$ cat src/design/dis_map.vh
// constants for the display instruction sequencer
// Function
// [RQ1] four pulses per fetched word
// [RQ2] 11100 in bits 15:11 decodes jump
// [RQ3] jump second word becomes next address
// [RQ4] jump first word latches control mode
// [RQ5] bit 15 word clears second-word flag
// [RQ6] add two at tp1, request at tp2
// [RQ7] set second-word flag after jump fetch
// [RQ8] second word blocks mode reload and clear
// [RQ9] second word loads counter, skips increment
// [RQ10] clear second-word flag after target fetch
// [RQ11] 11101 is no-op, only advances
// [RQ12] 10 in bits 15:14 selects graphic mode
// [RQ13] graphic mode captures data mode bits
// [RQ14] load pulse updates flags and intensity
// [RQ15] data word clears control-word flag
// [RQ16] line decoder gated by vector intensify
// [RQ17] line flags select solid, long, short
// [RQ18] line counter preset fifteen, half rate
// [RQ19] bits 3,4 set or reset blink
// [RQ20] intensity loads when bit 10 set
// [RQ21] counter and modes stable between fetches
`ifndef DIS_MAP_VH
`define DIS_MAP_VH
`define DIS_OP_JUMP 5'h1c
`define DIS_OP_NOOP 5'h1d
`define DIS_PC_RESET 16'h0000
`define DIS_PC_STEP 16'h0002
`define DIS_LC_PRESET 4'hf
`define DIS_INT_RESET 3'h0
`define DIS_CMODE_GRAPHIC 3'h0
// register offsets on the control bus
`define DIS_REG_CTRL 4'h0
`define DIS_REG_PC 4'h4
`define DIS_REG_STAT 4'h8
`define DIS_REG_WORD 4'hc
// control register fields
`define DIS_CTRL_RUN 0
`define DIS_CTRL_VEC 1
`define DIS_CTRL_START 2
`define DIS_CTRL_DNCLK 3
`define DIS_CTRL_LDLC 4
`endif

$ cat src/design/dis_line_gen.v
// line type generator with its line counter
`timescale 1ns/1ps
`include "dis_map.vh"
module dis_line_gen (
  input wire aclk,
  input wire aresetn,
  input wire preset_line,
  input wire down_count_clk,
  input wire vector_intensify_flag,
  input wire line_type_bit_low,
  input wire line_type_bit_high,
  output reg line_on_r
);
  reg [3:0] line_count_r;
  reg half_r;
  wire line_counter_bit_four;
  wire line_counter_bit_three;
  reg line_nxt;

  assign line_counter_bit_four = line_count_r[3];
  assign line_counter_bit_three = line_count_r[2];

  // divide the down-count strobe by two, then count down
  always @(posedge aclk) begin
    if (!aresetn) begin
      line_count_r <= `DIS_LC_PRESET;
      half_r <= 1'b0;
    end else if (preset_line) begin
      line_count_r <= `DIS_LC_PRESET; // [RQ18]
      half_r <= 1'b0;
    end else if (down_count_clk) begin
      half_r <= ~half_r;
      if (half_r)
        line_count_r <= line_count_r - 4'h1; // [RQ18]
    end
  end

  // the both-set code is not documented here; treated as solid
  always @* begin
    case ({line_type_bit_high, line_type_bit_low})
      2'b01: line_nxt = line_counter_bit_four; // [RQ17]
      2'b10: line_nxt = line_counter_bit_three; // [RQ17]
      default: line_nxt = 1'b1; // [RQ17]
    endcase
  end

  always @(posedge aclk) begin
    if (!aresetn)
      line_on_r <= 1'b0;
    else
      line_on_r <= vector_intensify_flag & line_nxt; // [RQ16]
  end
endmodule

$ cat src/design/dis_sequencer.v
// instruction sequencer top with axi4-lite control and fetch port
`timescale 1ns/1ps
`include "dis_map.vh"
module dis_sequencer (
  input wire aclk,
  input wire aresetn,
  input wire [3:0] s_axi_awaddr,
  input wire s_axi_awvalid,
  output reg s_axi_awready,
  input wire [31:0] s_axi_wdata,
  input wire [3:0] s_axi_wstrb,
  input wire s_axi_wvalid,
  output reg s_axi_wready,
  output reg [1:0] s_axi_bresp,
  output reg s_axi_bvalid,
  input wire s_axi_bready,
  input wire [3:0] s_axi_araddr,
  input wire s_axi_arvalid,
  output reg s_axi_arready,
  output reg [31:0] s_axi_rdata,
  output reg [1:0] s_axi_rresp,
  output reg s_axi_rvalid,
  input wire s_axi_rready,
  output reg memory_read_request,
  output reg [15:0] fetch_addr_r,
  input wire fetch_data_ready,
  input wire [15:0] fetch_data,
  output reg [6:0] data_mode_sel_r,
  output reg graphic_mode_decoded,
  output reg noop_decoded,
  output reg line_on_out_r
);
  // timing states, one-hot
  localparam ST_IDLE = 5'h01;
  localparam ST_MODE = 5'h02;
  localparam ST_LOAD = 5'h04;
  localparam ST_TP1 = 5'h08;
  localparam ST_TP2 = 5'h10;

  reg [4:0] state_r;
  reg [15:0] word_r;
  reg [15:0] display_program_counter;
  reg [2:0] ctrl_mode_r;
  reg [2:0] data_mode_r;
  reg control_word_flag;
  reg second_word_flag;
  reg jump_decoded;
  reg line_type_bit_low;
  reg line_type_bit_high;
  reg blink_enable_flag;
  reg pen_interrupt_enable_flag;
  reg [2:0] intensity_r;
  reg [4:0] ctrl_r;
  reg aw_held_r;
  reg w_held_r;
  reg [3:0] awaddr_r;
  reg [31:0] wdata_r;
  wire line_on;
  wire jump_second_word_active;
  wire mode_latch_pulse;
  wire operand_load_pulse;
  wire first_timing_pulse;
  wire second_timing_pulse;
  wire is_instr;
  wire do_write;
  wire advance_pc_by_two;
  wire jump_target_load;
  wire clear_second_word;

  // opcode field of a word
  function [4:0] op_of;
    input [15:0] w;
    begin
      op_of = w[15:11];
    end
  endfunction

  // one-hot select for a 3-bit mode code
  function [6:0] mode_onehot;
    input [2:0] m;
    begin
      mode_onehot = 7'h00;
      if (m != 3'h0)
        mode_onehot[m - 3'h1] = 1'b1;
    end
  endfunction

  assign mode_latch_pulse = (state_r == ST_MODE);
  assign operand_load_pulse = (state_r == ST_LOAD);
  assign first_timing_pulse = (state_r == ST_TP1);
  assign second_timing_pulse = (state_r == ST_TP2);
  assign jump_second_word_active = second_word_flag & jump_decoded; // [RQ8]
  assign is_instr = word_r[15];
  assign clear_second_word = mode_latch_pulse & is_instr
    & ~jump_second_word_active; // [RQ5] [RQ8]
  assign jump_target_load = operand_load_pulse & jump_second_word_active;
  assign advance_pc_by_two = first_timing_pulse & ~jump_second_word_active;

  ////////////////////////////////////////////////////////////////////////
  // four-pulse timing sequence per fetched word
  always @(posedge aclk) begin
    if (!aresetn)
      state_r <= ST_IDLE;
    else begin
      case (state_r)
        ST_IDLE: if (fetch_data_ready) state_r <= ST_MODE; // [RQ1]
        ST_MODE: state_r <= ST_LOAD; // [RQ1]
        ST_LOAD: state_r <= ST_TP1; // [RQ1]
        ST_TP1: state_r <= ST_TP2; // [RQ1]
        ST_TP2: state_r <= ST_IDLE;
        default: state_r <= ST_IDLE;
      endcase
    end
  end

  // capture the fetched word as the data arrives
  always @(posedge aclk) begin
    if (!aresetn)
      word_r <= 16'h0000;
    else if (state_r == ST_IDLE && fetch_data_ready)
      word_r <= fetch_data;
  end

  ////////////////////////////////////////////////////////////////////////
  // mode decode at load-mode; held otherwise so fetches stay coherent
  always @(posedge aclk) begin
    if (!aresetn) begin
      ctrl_mode_r <= `DIS_CMODE_GRAPHIC;
      data_mode_r <= 3'h0;
      control_word_flag <= 1'b0;
      jump_decoded <= 1'b0;
      noop_decoded <= 1'b0;
      graphic_mode_decoded <= 1'b0;
      data_mode_sel_r <= 7'h00;
    end else if (mode_latch_pulse && !jump_second_word_active) begin // [RQ8]
      jump_decoded <= 1'b0;
      noop_decoded <= 1'b0;
      if (is_instr && !word_r[14]) begin
        ctrl_mode_r <= `DIS_CMODE_GRAPHIC; // [RQ12]
        control_word_flag <= 1'b1; // [RQ12]
        graphic_mode_decoded <= 1'b1; // [RQ12]
        data_mode_r <= word_r[13:11]; // [RQ13]
        data_mode_sel_r <= 7'h00; // [RQ13]
      end else if (is_instr) begin
        ctrl_mode_r <= word_r[13:11]; // [RQ4]
        control_word_flag <= 1'b1;
        graphic_mode_decoded <= 1'b0;
        data_mode_sel_r <= 7'h00;
        jump_decoded <= (op_of(word_r) == `DIS_OP_JUMP); // [RQ2] [RQ4]
        noop_decoded <= (op_of(word_r) == `DIS_OP_NOOP); // [RQ11]
      end else begin
        control_word_flag <= 1'b0; // [RQ15]
        graphic_mode_decoded <= 1'b0; // [RQ15]
        data_mode_sel_r <= mode_onehot(data_mode_r); // [RQ15]
      end
    end
  end

  ////////////////////////////////////////////////////////////////////////
  // second-word flag: set after the jump's first word, cleared after target
  always @(posedge aclk) begin
    if (!aresetn)
      second_word_flag <= 1'b0;
    else if (clear_second_word)
      second_word_flag <= 1'b0; // [RQ5]
    else if (second_timing_pulse && jump_second_word_active)
      second_word_flag <= 1'b0; // [RQ10]
    else if (second_timing_pulse && jump_decoded)
      second_word_flag <= 1'b1; // [RQ7]
  end

  ////////////////////////////////////////////////////////////////////////
  // program counter, fetch request and software start
  always @(posedge aclk) begin
    if (!aresetn) begin
      display_program_counter <= `DIS_PC_RESET;
      memory_read_request <= 1'b0;
      fetch_addr_r <= `DIS_PC_RESET;
    end else begin
      memory_read_request <= 1'b0;
      if (do_write && awaddr_r == `DIS_REG_PC)
        display_program_counter <= {wdata_r[15:1], 1'b0}; // [RQ21]
      else if (jump_target_load)
        display_program_counter <= {word_r[15:1], 1'b0}; // [RQ3] [RQ9]
      else if (advance_pc_by_two)
        display_program_counter <= display_program_counter
          + `DIS_PC_STEP; // [RQ6] [RQ11]
      // request rides on tp2 so the freshly updated counter is used
      if (second_timing_pulse && ctrl_r[`DIS_CTRL_RUN]) begin
        memory_read_request <= 1'b1; // [RQ6] [RQ9]
        fetch_addr_r <= display_program_counter; // [RQ21]
      end else if (do_write && awaddr_r == `DIS_REG_CTRL
          && wdata_r[`DIS_CTRL_START]) begin
        memory_read_request <= 1'b1;
        fetch_addr_r <= display_program_counter;
      end
    end
  end

  ////////////////////////////////////////////////////////////////////////
  // display parameters loaded at load-pulse of graphic mode
  always @(posedge aclk) begin
    if (!aresetn) begin
      line_type_bit_low <= 1'b0;
      line_type_bit_high <= 1'b0;
      blink_enable_flag <= 1'b0;
      pen_interrupt_enable_flag <= 1'b0;
      intensity_r <= `DIS_INT_RESET;
    end else if (operand_load_pulse && graphic_mode_decoded) begin
      if (word_r[2]) begin // [RQ14]
        line_type_bit_low <= word_r[0];
        line_type_bit_high <= word_r[1];
      end
      if (word_r[4])
        blink_enable_flag <= 1'b1; // [RQ19]
      else if (word_r[3])
        blink_enable_flag <= 1'b0; // [RQ19]
      if (word_r[6])
        pen_interrupt_enable_flag <= word_r[5]; // [RQ14]
      if (word_r[10])
        intensity_r <= word_r[9:7]; // [RQ20]
    end
  end

  dis_line_gen u_line (
    .aclk(aclk),
    .aresetn(aresetn),
    .preset_line(do_write && awaddr_r == `DIS_REG_CTRL
      && wdata_r[`DIS_CTRL_LDLC]),
    .down_count_clk(ctrl_r[`DIS_CTRL_DNCLK]),
    .vector_intensify_flag(ctrl_r[`DIS_CTRL_VEC]),
    .line_type_bit_low(line_type_bit_low),
    .line_type_bit_high(line_type_bit_high),
    .line_on_r(line_on)
  );

  always @(posedge aclk) begin
    if (!aresetn)
      line_on_out_r <= 1'b0;
    else
      line_on_out_r <= line_on;
  end

  ////////////////////////////////////////////////////////////////////////
  // axi4-lite write: address and data in either order, then response
  assign do_write = aw_held_r & w_held_r & ~s_axi_bvalid;

  always @(posedge aclk) begin
    if (!aresetn) begin
      aw_held_r <= 1'b0;
      w_held_r <= 1'b0;
      awaddr_r <= 4'h0;
      wdata_r <= 32'h00000000;
      s_axi_awready <= 1'b0;
      s_axi_wready <= 1'b0;
      s_axi_bvalid <= 1'b0;
      s_axi_bresp <= 2'h0;
      ctrl_r <= 5'h00;
    end else begin
      s_axi_awready <= ~aw_held_r & ~s_axi_awready & s_axi_awvalid;
      s_axi_wready <= ~w_held_r & ~s_axi_wready & s_axi_wvalid;
      if (s_axi_awready && s_axi_awvalid) begin
        aw_held_r <= 1'b1;
        awaddr_r <= {s_axi_awaddr[3:2], 2'h0};
      end
      if (s_axi_wready && s_axi_wvalid) begin
        w_held_r <= 1'b1;
        wdata_r <= s_axi_wstrb[0] ? s_axi_wdata : 32'h00000000;
      end
      // strobe bits self-clear so they act as one-cycle pulses
      ctrl_r[`DIS_CTRL_START] <= 1'b0;
      ctrl_r[`DIS_CTRL_DNCLK] <= 1'b0;
      ctrl_r[`DIS_CTRL_LDLC] <= 1'b0;
      if (do_write) begin
        s_axi_bvalid <= 1'b1;
        s_axi_bresp <= (awaddr_r == `DIS_REG_CTRL
          || awaddr_r == `DIS_REG_PC) ? 2'h0 : 2'h2;
        if (awaddr_r == `DIS_REG_CTRL)
          ctrl_r <= wdata_r[4:0];
      end else if (s_axi_bvalid && s_axi_bready) begin
        s_axi_bvalid <= 1'b0;
        aw_held_r <= 1'b0;
        w_held_r <= 1'b0;
      end
    end
  end

  // axi4-lite read: one cycle to accept, data the next
  always @(posedge aclk) begin
    if (!aresetn) begin
      s_axi_arready <= 1'b0;
      s_axi_rvalid <= 1'b0;
      s_axi_rdata <= 32'h00000000;
      s_axi_rresp <= 2'h0;
    end else begin
      s_axi_arready <= ~s_axi_arready & ~s_axi_rvalid & s_axi_arvalid;
      if (s_axi_arready && s_axi_arvalid) begin
        s_axi_rvalid <= 1'b1;
        s_axi_rresp <= 2'h0;
        case ({s_axi_araddr[3:2], 2'h0})
          `DIS_REG_CTRL: s_axi_rdata <= {27'h0, ctrl_r};
          `DIS_REG_PC: s_axi_rdata <= {16'h0, display_program_counter};
          `DIS_REG_STAT: s_axi_rdata <= {15'h0000, data_mode_r, ctrl_mode_r,
            intensity_r, pen_interrupt_enable_flag, blink_enable_flag,
            line_type_bit_high, line_type_bit_low, jump_decoded,
            second_word_flag, control_word_flag, state_r[0]};
          `DIS_REG_WORD: s_axi_rdata <= {16'h0, word_r};
          default: begin
            s_axi_rdata <= 32'h00000000;
            s_axi_rresp <= 2'h2;
          end
        endcase
      end else if (s_axi_rvalid && s_axi_rready)
        s_axi_rvalid <= 1'b0;
    end
  end
endmodule

$ cat config.mk
export PLATFORM = sky130hd
export DESIGN_NAME = dis_sequencer
export DESIGN_NICKNAME = d
export VERILOG_FILES = /design/src/design/dis_line_gen.v /design/src/design/dis_sequencer.v
export VERILOG_INCLUDE_DIRS = /design/src /design/src/design
export SDC_FILE = /design/constraint.sdc
export NUM_CORES = 1
export LEC_CHECK = 0
export ABC_AREA = 1
export BUFFER_PORTS_ARGS = -buffer_cell sky130_fd_sc_hd__buf_2
export CORE_UTILIZATION = 30
export CTS_BUF_LIST = sky130_fd_sc_hd__clkbuf_8
export CTS_CLUSTER_DIAMETER = 50
export CTS_CLUSTER_SIZE = 16
export DETAILED_ROUTE_END_ITERATION = 10
export GPL_ROUTABILITY_DRIVEN = 0
export REMOVE_ABC_BUFFERS = 1
export SETUP_SLACK_MARGIN = 0.4
export SLEW_MARGIN = 20
export SYNTH_ARGS = -nofsm -noshare
export SYNTH_HDL_FRONTEND = slang
export SYNTH_SLANG_ARGS = --single-unit
export TNS_END_PERCENT = 50
$ cat constraint.sdc
create_clock -name aclk -period 2.1 [get_ports aclk]
set_input_delay 0.105 -clock aclk [delete_from_list [all_inputs] [get_ports aclk]]
set_output_delay 0.105 -clock aclk [all_outputs]
set_load 0.01 [all_outputs]
==> impl_metrics.py, run 1 <==
metrics = {
    "layout": {
        "fin_cells": 1237,
        "antenna_cells": 0,
        "mostFrequentLayoutCells": "nand2_1, dfxtp_1, a21oi_1, buf_2, inv_1",
        "nNetsFinal": 1033,
        "mostFrequentLayoutCell": "nand2_1",
        "utilization_pct": 38.7,
        "final_layout_size_suffix_gt1_share_pct": 18.1,
        "syn2layout_area_growth_pct": 25.6,
        "fillers": 2155,
    },
    "sta": {
        "fin_crit_sh_pct": 77.5,
        "holdWs_ps": 50.8,
        "final_hold_viol_count": 0,
        "drv_slew": 0,
        "rsz0062_at_grt": "true",
        "tightest_slew_ps": 511,
        "clock.fmax_mhz": 614,
        "fin_setup_tns_ps": 0,
        "slew-limit-headroom_pct": 65.8,
        "setup_viol": 0,
        "finClkSkew_ps": 11.3,
        "fin_crit_ps": 1630,
    },
    "grt": {
        "grt_max_degree": 40,
        "globalRouteOverflowTotal": 0,
        "grt_pass1_wl_um": 26400,
        "antenna_found_initial": 0,
        "grt_usage_pct": 16.5,
        "grt_pass1_vias": 5321,
    },
    "worst_setup_path": {
        "endpoint_kind": "register",
        "r2r_setup_slack_ps": 520,
        "slowest_stage": "dlygate4sd3_1",
        "slowest_delay_ps": 530,
        "critPathRequiredTime_ps": 2440,
        "path_class": "primary input to register",
        "start_kind": "primary input",
        "arrival_ps": 1970,
        "worstRegToRegCells": 8,
        "cp_max_fo": 11,
        "crit_top_cell": "inv_1",
        "cp_cell_sequence": "dlygate4sd3_1 > buf_2 > inv_1 > nand2_1 > inv_1 > a21oi_1 > nand3_1 > o211ai_1 > inv_1",
    },
    "die": {
        "die_w_um": 144,
        "ioPinCount": 136,
        "start_util_pct": 30.8,
        "rows": 51,
        "core_area_um2": 19600,
        "dieHeight_um": 144,
        "dieArea_um2": 20700,
    },
    "route": {
        "drc": 0,
        "num_vias": 5672,
        "antenna_left": 0,
        "vias_per_cell": 4.59,
        "drtIter0Drc": 418,
        "first_pass_iters": 5,
        "drt_wl_total_um": 16700,
        "routedWlPerCell_um": 13.5,
    },
    "yosys": {
        "ys_warn_count": 0,
        "synthCells": 827,
        "synth-edff-count": 0,
        "ys_types": 38,
        "syn_avg_cell_area_um2": 7.30,
        "synthesis.area_um2": 6040,
        "ys.flop_type": "dfxtp_1",
        "synth_seq_area_share_pct": 43.8,
        "ys_async_sr_fraction_pct": 0,
        "synth_seq_cells": 132,
    },
    "clock_tree": {
        "htreeDepth": 4,
        "cts_inserted_buffers": 17,
        "cts_tree": "built",
        "clock_path_buffers": 2,
        "clk_latency_ps": 450,
        "cts_sinks": 132,
        "cts_root_buffer": "clkbuf_8",
        "clk_pin_slew_ps": 80,
        "post_cts_buffers": 0,
    },
    "power_and_ir_drop": {
        "finalPower_mw": 5.27,
        "p_leak_nw": 3.29,
        "ir_drop_mv": 0.331,
        "power_density_nw_per_um2": 695,
    },
    "hold_path": {
        "hold_depth": 4,
        "min_path_type": "primary input to register",
    },
    "placement": {
        "port_buffers": 93,
        "dp_cells": 1162,
        "hpwl_um": 11700,
    },
    "flow_run": {
        "drv_cap": 0,
    },
    "status": {
        "outcome": "completed",
    },
}
path summary, 6_finish.rpt:
| path | from | to |
|---|---|---|
| worst max-delay path | s_axi_araddr[3] | s_axi_rdata[1] |
| worst min-delay path | s_axi_araddr[2] | s_axi_rdata[4] |
| worst max register to register | jump_decoded | display_program_counter[11] |
| worst min register to register | u_line.line_on_r | line_on_out_r |
registers in the layout, summed over array words and instances (netlist names), 2 cells and up:
register,cells
intensity_r,3
state_r,5
data_mode_sel_r,7
awaddr_r,2
ctrl_mode_r,3
wdata_r,16
data_mode_r,3
word_r,16
fetch_addr_r,15
u_line.line_count_r,4
s_axi_rdata,17
ctrl_r,5
display_program_counter,15
cells by family after synthesis:
group	synth area share [%]
buf+inv	11.5
simple gates	23.2
flops	43.8
xor+xnor	0.871
compound gates	19.3
other cells	0.0621
fa+ha+maj	1.24
metal layers:
layer	vias up	part of all wire, %	GRT usage [%]
met5	-	0	0
met4	0	0.62	3.70
met3	8	4.8	4.27
met2	131	46	27.0
li1	2946	-	-
met1	2587	49	21.7
cells in the mapped netlist (5+ instances only):
master    number  area, um^2
o21ai_1       24         120
buf_4         21         158
o21ai_0       56         280
nor2_1        54         203
inv_2          7        26.3
inv_1         90         338
dfxtp_1      132        2640
clkbuf_1      21        78.8
ha_1           6        75.1
a21oi_2       11        96.3
nor3_1         8        40.0
o211ai_1       8        60.1
nand4_1        7        43.8
nand2_1      174         653
nand3_1       58         290
a211oi_1       5        37.5
a21oi_1       95         475
o221ai_1       6        52.6
buf_6          5        56.3
where the power goes:
part	leakage, nW	switching (mW)	internal [mW]
logic	2.02	0.253	0.171
clock network	0.203	1.03	1.20
registers	1.07	0.0572	2.56
worst max-delay path: cells and delay by family:
family	cells	cell delay (ps)
compound gates	2	350
simple gates	2	500
buf+inv	5	1010
final cells by class:
cell class              instances  area [um^2]  share of cell area [%]
inverters                      98          368                    4.85
well taps                     265          332                    4.37
repair buffers                149         1020                    13.4
clock inverters                14          164                    2.16
flip-flops and latches        132         2650                    34.9
multi-input cells             561         2810                    37.1
clock buffers                  18          248                    3.27
what timing repair did:
item	in CTS	in global routing
hold buffers	42	0
endpoints found under the setup margin	5	16
endpoints found under the hold margin	43	0
cloned	0	1
resized for setup	1	7
pin swaps	0	1
stage by stage:
| stage | instance area, um^2 | worst slack (ps) |
|---|---|---|
| global route | 7580 | 391 |
| detailed placement | 6700 | 413 |
| floorplan | 5780 | 493 |
| global placement | 6700 | 421 |
| CTS | 7540 | 461 |
| finish | 7580 | 472 |
No activity file was read; power rests on OpenSTA's default activity.
==> run 2: changes to the inputs <==
--- a/config.mk
+++ b/config.mk
@@ -6,7 +6,7 @@
 export SDC_FILE = /design/constraint.sdc
 export NUM_CORES = 1
 export LEC_CHECK = 0
-export ABC_AREA = 1
+export ABC_AREA = 0
 export BUFFER_PORTS_ARGS = -buffer_cell sky130_fd_sc_hd__buf_2
 export CORE_UTILIZATION = 30
 export CTS_BUF_LIST = sky130_fd_sc_hd__clkbuf_8
==> constraint.sdc (replaced) <==
create_clock -name aclk -period 1.4 [get_ports aclk]
set_input_delay 0.07 -clock aclk [delete_from_list [all_inputs] [get_ports aclk]]
set_output_delay 0.07 -clock aclk [all_outputs]
set_load 0.01 [all_outputs]
==> run 2 against run 1 <==
The flow now finishes with violations (setup timing). First-iteration DRC count decreased by 19%. Global-route usage increased by 1.9 points. Area after synthesis decreased by 2.3%. Cell count decreased by 3.0%. Sequential power increased by 49%. Clock-buffer cell count increased by 2. Total power increased by 51%. Final area increased by 21%. Critical path depth decreased by 2. Wire length increased by 11%. Combinational power increased by 110%. Setup slack got worse by 700 ps. Critical path type is now register to register. Largest power group unchanged. Highest routed layer unchanged.
==> impl_metrics.py, run 2 <==
metrics = {
    "status": {
        "outcome": "finished with violations",
        "violations": "setup timing",
    },
    "die": {
        "ioPinCount": 136,
        "start_util_pct": 31.0,
        "rows": 50,
        "dieHeight_um": 142,
        "dieArea_um2": 20200,
        "die_w_um": 142,
        "core_area_um2": 19000,
    },
    "worst_setup_path": {
        "cp_max_fo": 7,
        "r2r-start": "state_r[2]",
        "slowest_stage": "dfxtp_4",
        "slowest_delay_ps": 370,
        "crit_start": "state_r[2]",
        "crit_top_cell": "buf_6",
        "cp.depth": 7,
        "path_class": "register to register",
        "cp.buffers_inverters": 3,
        "start_kind": "register",
        "critPathRequiredTime_ps": 1740,
        "endpoint_kind": "register",
        "crit_family": "buffers and inverters",
        "worstRegToRegCells": 7,
        "arrival_ps": 1960,
        "cp_cell_sequence": "nor3b_4 > nand4_1 > buf_6 > nand3_4 > buf_6 > clkbuf_16 > o221a_2",
    },
    "yosys": {
        "netlist_top_cells_area": "dfxtp_1, nand2_1, a21oi_1",
        "ys_warn_count": 0,
        "ys_types": 63,
        "yosys.area.top_type": "dfxtp_1",
        "ys.flop_type": "dfxtp_1",
        "ys_async_sr_fraction_pct": 0,
        "synth_seq_cells": 132,
        "synthCells": 699,
        "synth-edff-count": 0,
        "syn_avg_cell_area_um2": 8.44,
        "synth_most_common_cell": "dfxtp_1",
        "synthesis.area_um2": 5900,
        "synthTopCellsByCount": "dfxtp_1, nand2_1, a21oi_1",
        "yosysTopAreaCellShare_pct": 44.8,
        "synth_seq_area_share_pct": 44.8,
    },
    "layout": {
        "antenna_cells": 0,
        "top_regs": "s_axi_rdata (17), wdata_r (16), word_r (16)",
        "seq_area_um2": 2700,
        "mostFrequentLayoutCells": "dfxtp_1, nand2_1, buf_4, buf_2, nor2_1",
        "fin_cells": 1200,
        "final_layout_size_suffix_gt1_share_pct": 45.5,
        "regMostFlops": "s_axi_rdata",
        "largest_reg_flops": 17,
        "nNetsFinal": 1001,
        "mostFrequentLayoutCell": "dfxtp_1",
        "syn2layout_area_growth_pct": 55.8,
        "multi_input_area_um2": 3550,
        "fillers": 1843,
    },
    "hold_path": {
        "hold_depth": 3,
        "min_from": "s_axi_araddr[2]",
        "min_path_type": "primary input to register",
    },
    "sta": {
        "drv_slew": 0,
        "worst_slack_ps": -223,
        "fin_crit_sh_pct": 116,
        "setup_viol": 71,
        "clock.fmax_mhz": 616,
        "fin_crit_ps": 1620,
        "finClkSkew_ps": 11.9,
        "final_hold_viol_count": 0,
        "rsz0062_at_grt": "true",
        "fin_setup_tns_ps": -9240,
    },
    "clock_tree": {
        "clock_path_buffers": 2,
        "cts_inserted_buffers": 17,
        "cts_root_buffer": "clkbuf_8",
        "clk_latency_ps": 450,
        "cts_tree": "built",
        "cts_sinks": 132,
        "htreeDepth": 4,
        "clk_pin_slew_ps": 70,
    },
    "placement": {
        "dp_cells": 1108,
        "port_buffers": 93,
        "hpwl_um": 12600,
    },
    "route": {
        "first_pass_iters": 6,
        "num_vias": 5821,
        "vias_per_cell": 4.85,
        "drt_wl_total_um": 18500,
        "drtIter0Drc": 340,
        "routedWlPerCell_um": 15.4,
        "antenna_left": 0,
        "drc": 0,
    },
    "grt": {
        "globalRouteOverflowTotal": 0,
        "grt_max_degree": 57,
        "grt_usage_pct": 18.4,
        "antenna_found_initial": 0,
        "grt_pass1_vias": 5722,
        "grt_pass1_wl_um": 28800,
    },
    "power_and_ir_drop": {
        "power_density_nw_per_um2": 866,
        "ir_drop_mv": 0.562,
        "p_leak_nw": 3.72,
    },
    "flow_run": {
        "drv_cap": 0,
    },
}
## run 2: cell count changes in the layout (fill, tap and decap cells not counted), moves of 25 or more
cell and change:
o21ai_0 -54, nand2_1 -77, a21oi_1 -42, buf_4 +69, inv_1 -82, buf_2 -25
buf_6 +55, dfxtp_2 +25, dfxtp_1 -31, nand3_1 -43
## run 2: metrics by stage
step           instance area (um^2)  total power, mW  hold slack [ps]  setup slack (ps)  util (%)
6_report                       9190             7.96             90.5              -223      48.3
5_1_grt                        9190             8.26              107              -309      48.3
4_1_cts                        8630             7.89             55.8              -176      45.4
3_5_place_dp                   7230             4.57              318              -266      38.0
3_3_place_gp                   7230             4.57              318              -249      38.0
2_1_floorplan                  5620             4.23              159             -1380         -
## run 2: logic make-up after synthesis
| group | count (synthesis) | synth area share [%] |
|---|---|---|
| and+or+nand+nor | 295 | 23.2 |
| AOI/OAI and AO/OA | 139 | 14.9 |
| DFF | 132 | 44.8 |
| xor gates and xnor gates | 15 | 2.23 |
| other | 1 | 0.0636 |
| muxes | 34 | 6.81 |
| adders and majority gates | 6 | 1.27 |
| buffers and inverters | 77 | 6.72 |
## run 2: cell type report
cell class | instances | share of cell area (%)
clock buffers | 20 | 2.99
well taps | 260 | 3.54
inverters | 12 | 0.517
multi-input cells | 509 | 38.7
clock inverters | 12 | 1.23
flip-flops and latches | 132 | 29.4
repair buffers | 255 | 23.7
## run 2: routing by layer
metal / track usage [%] / part of all wire [%]
met3: 4.00 / 3.9
met5: 0 / 0
met4: 8.26 / 2.6
met1: 21.5 / 43
met2: 32.1 / 51
## run 2: power breakdown
part | switching [mW] | total [mW] | internal, mW | leakage [nW]
registers | 0.0813 | 3.91 | 3.82 | 1.08
clock network | 1.49 | 3.18 | 1.69 | 0.206
logic | 0.448 | 0.870 | 0.423 | 2.43
total | 2.02 | 7.96 | 5.94 | 3.72
## run 2: final timing paths
check             slack (ps)                          to
hold reg to reg          430               s_axi_arready
setup reg to reg        -220  display_program_counter[6]
setup / recovery        -220  display_program_counter[6]
hold / removal            90              s_axi_rdata[5]
## run 2: worst min-delay path, stage by stage
cell and delay (ps):
buf_2 210, a221oi_2 90, nor3_1 110
## run 2: what timing repair did
action / 4_1_cts / 5_1_grt
setup endpoints to repair: 167 / 166
hold endpoints to repair: 43 / 0
buffers inserted: 10 / 6
hold buffers: 40 / 0
pin swaps: 74 / 65
gates cloned: 2 / 2
resized for setup: 148 / 120
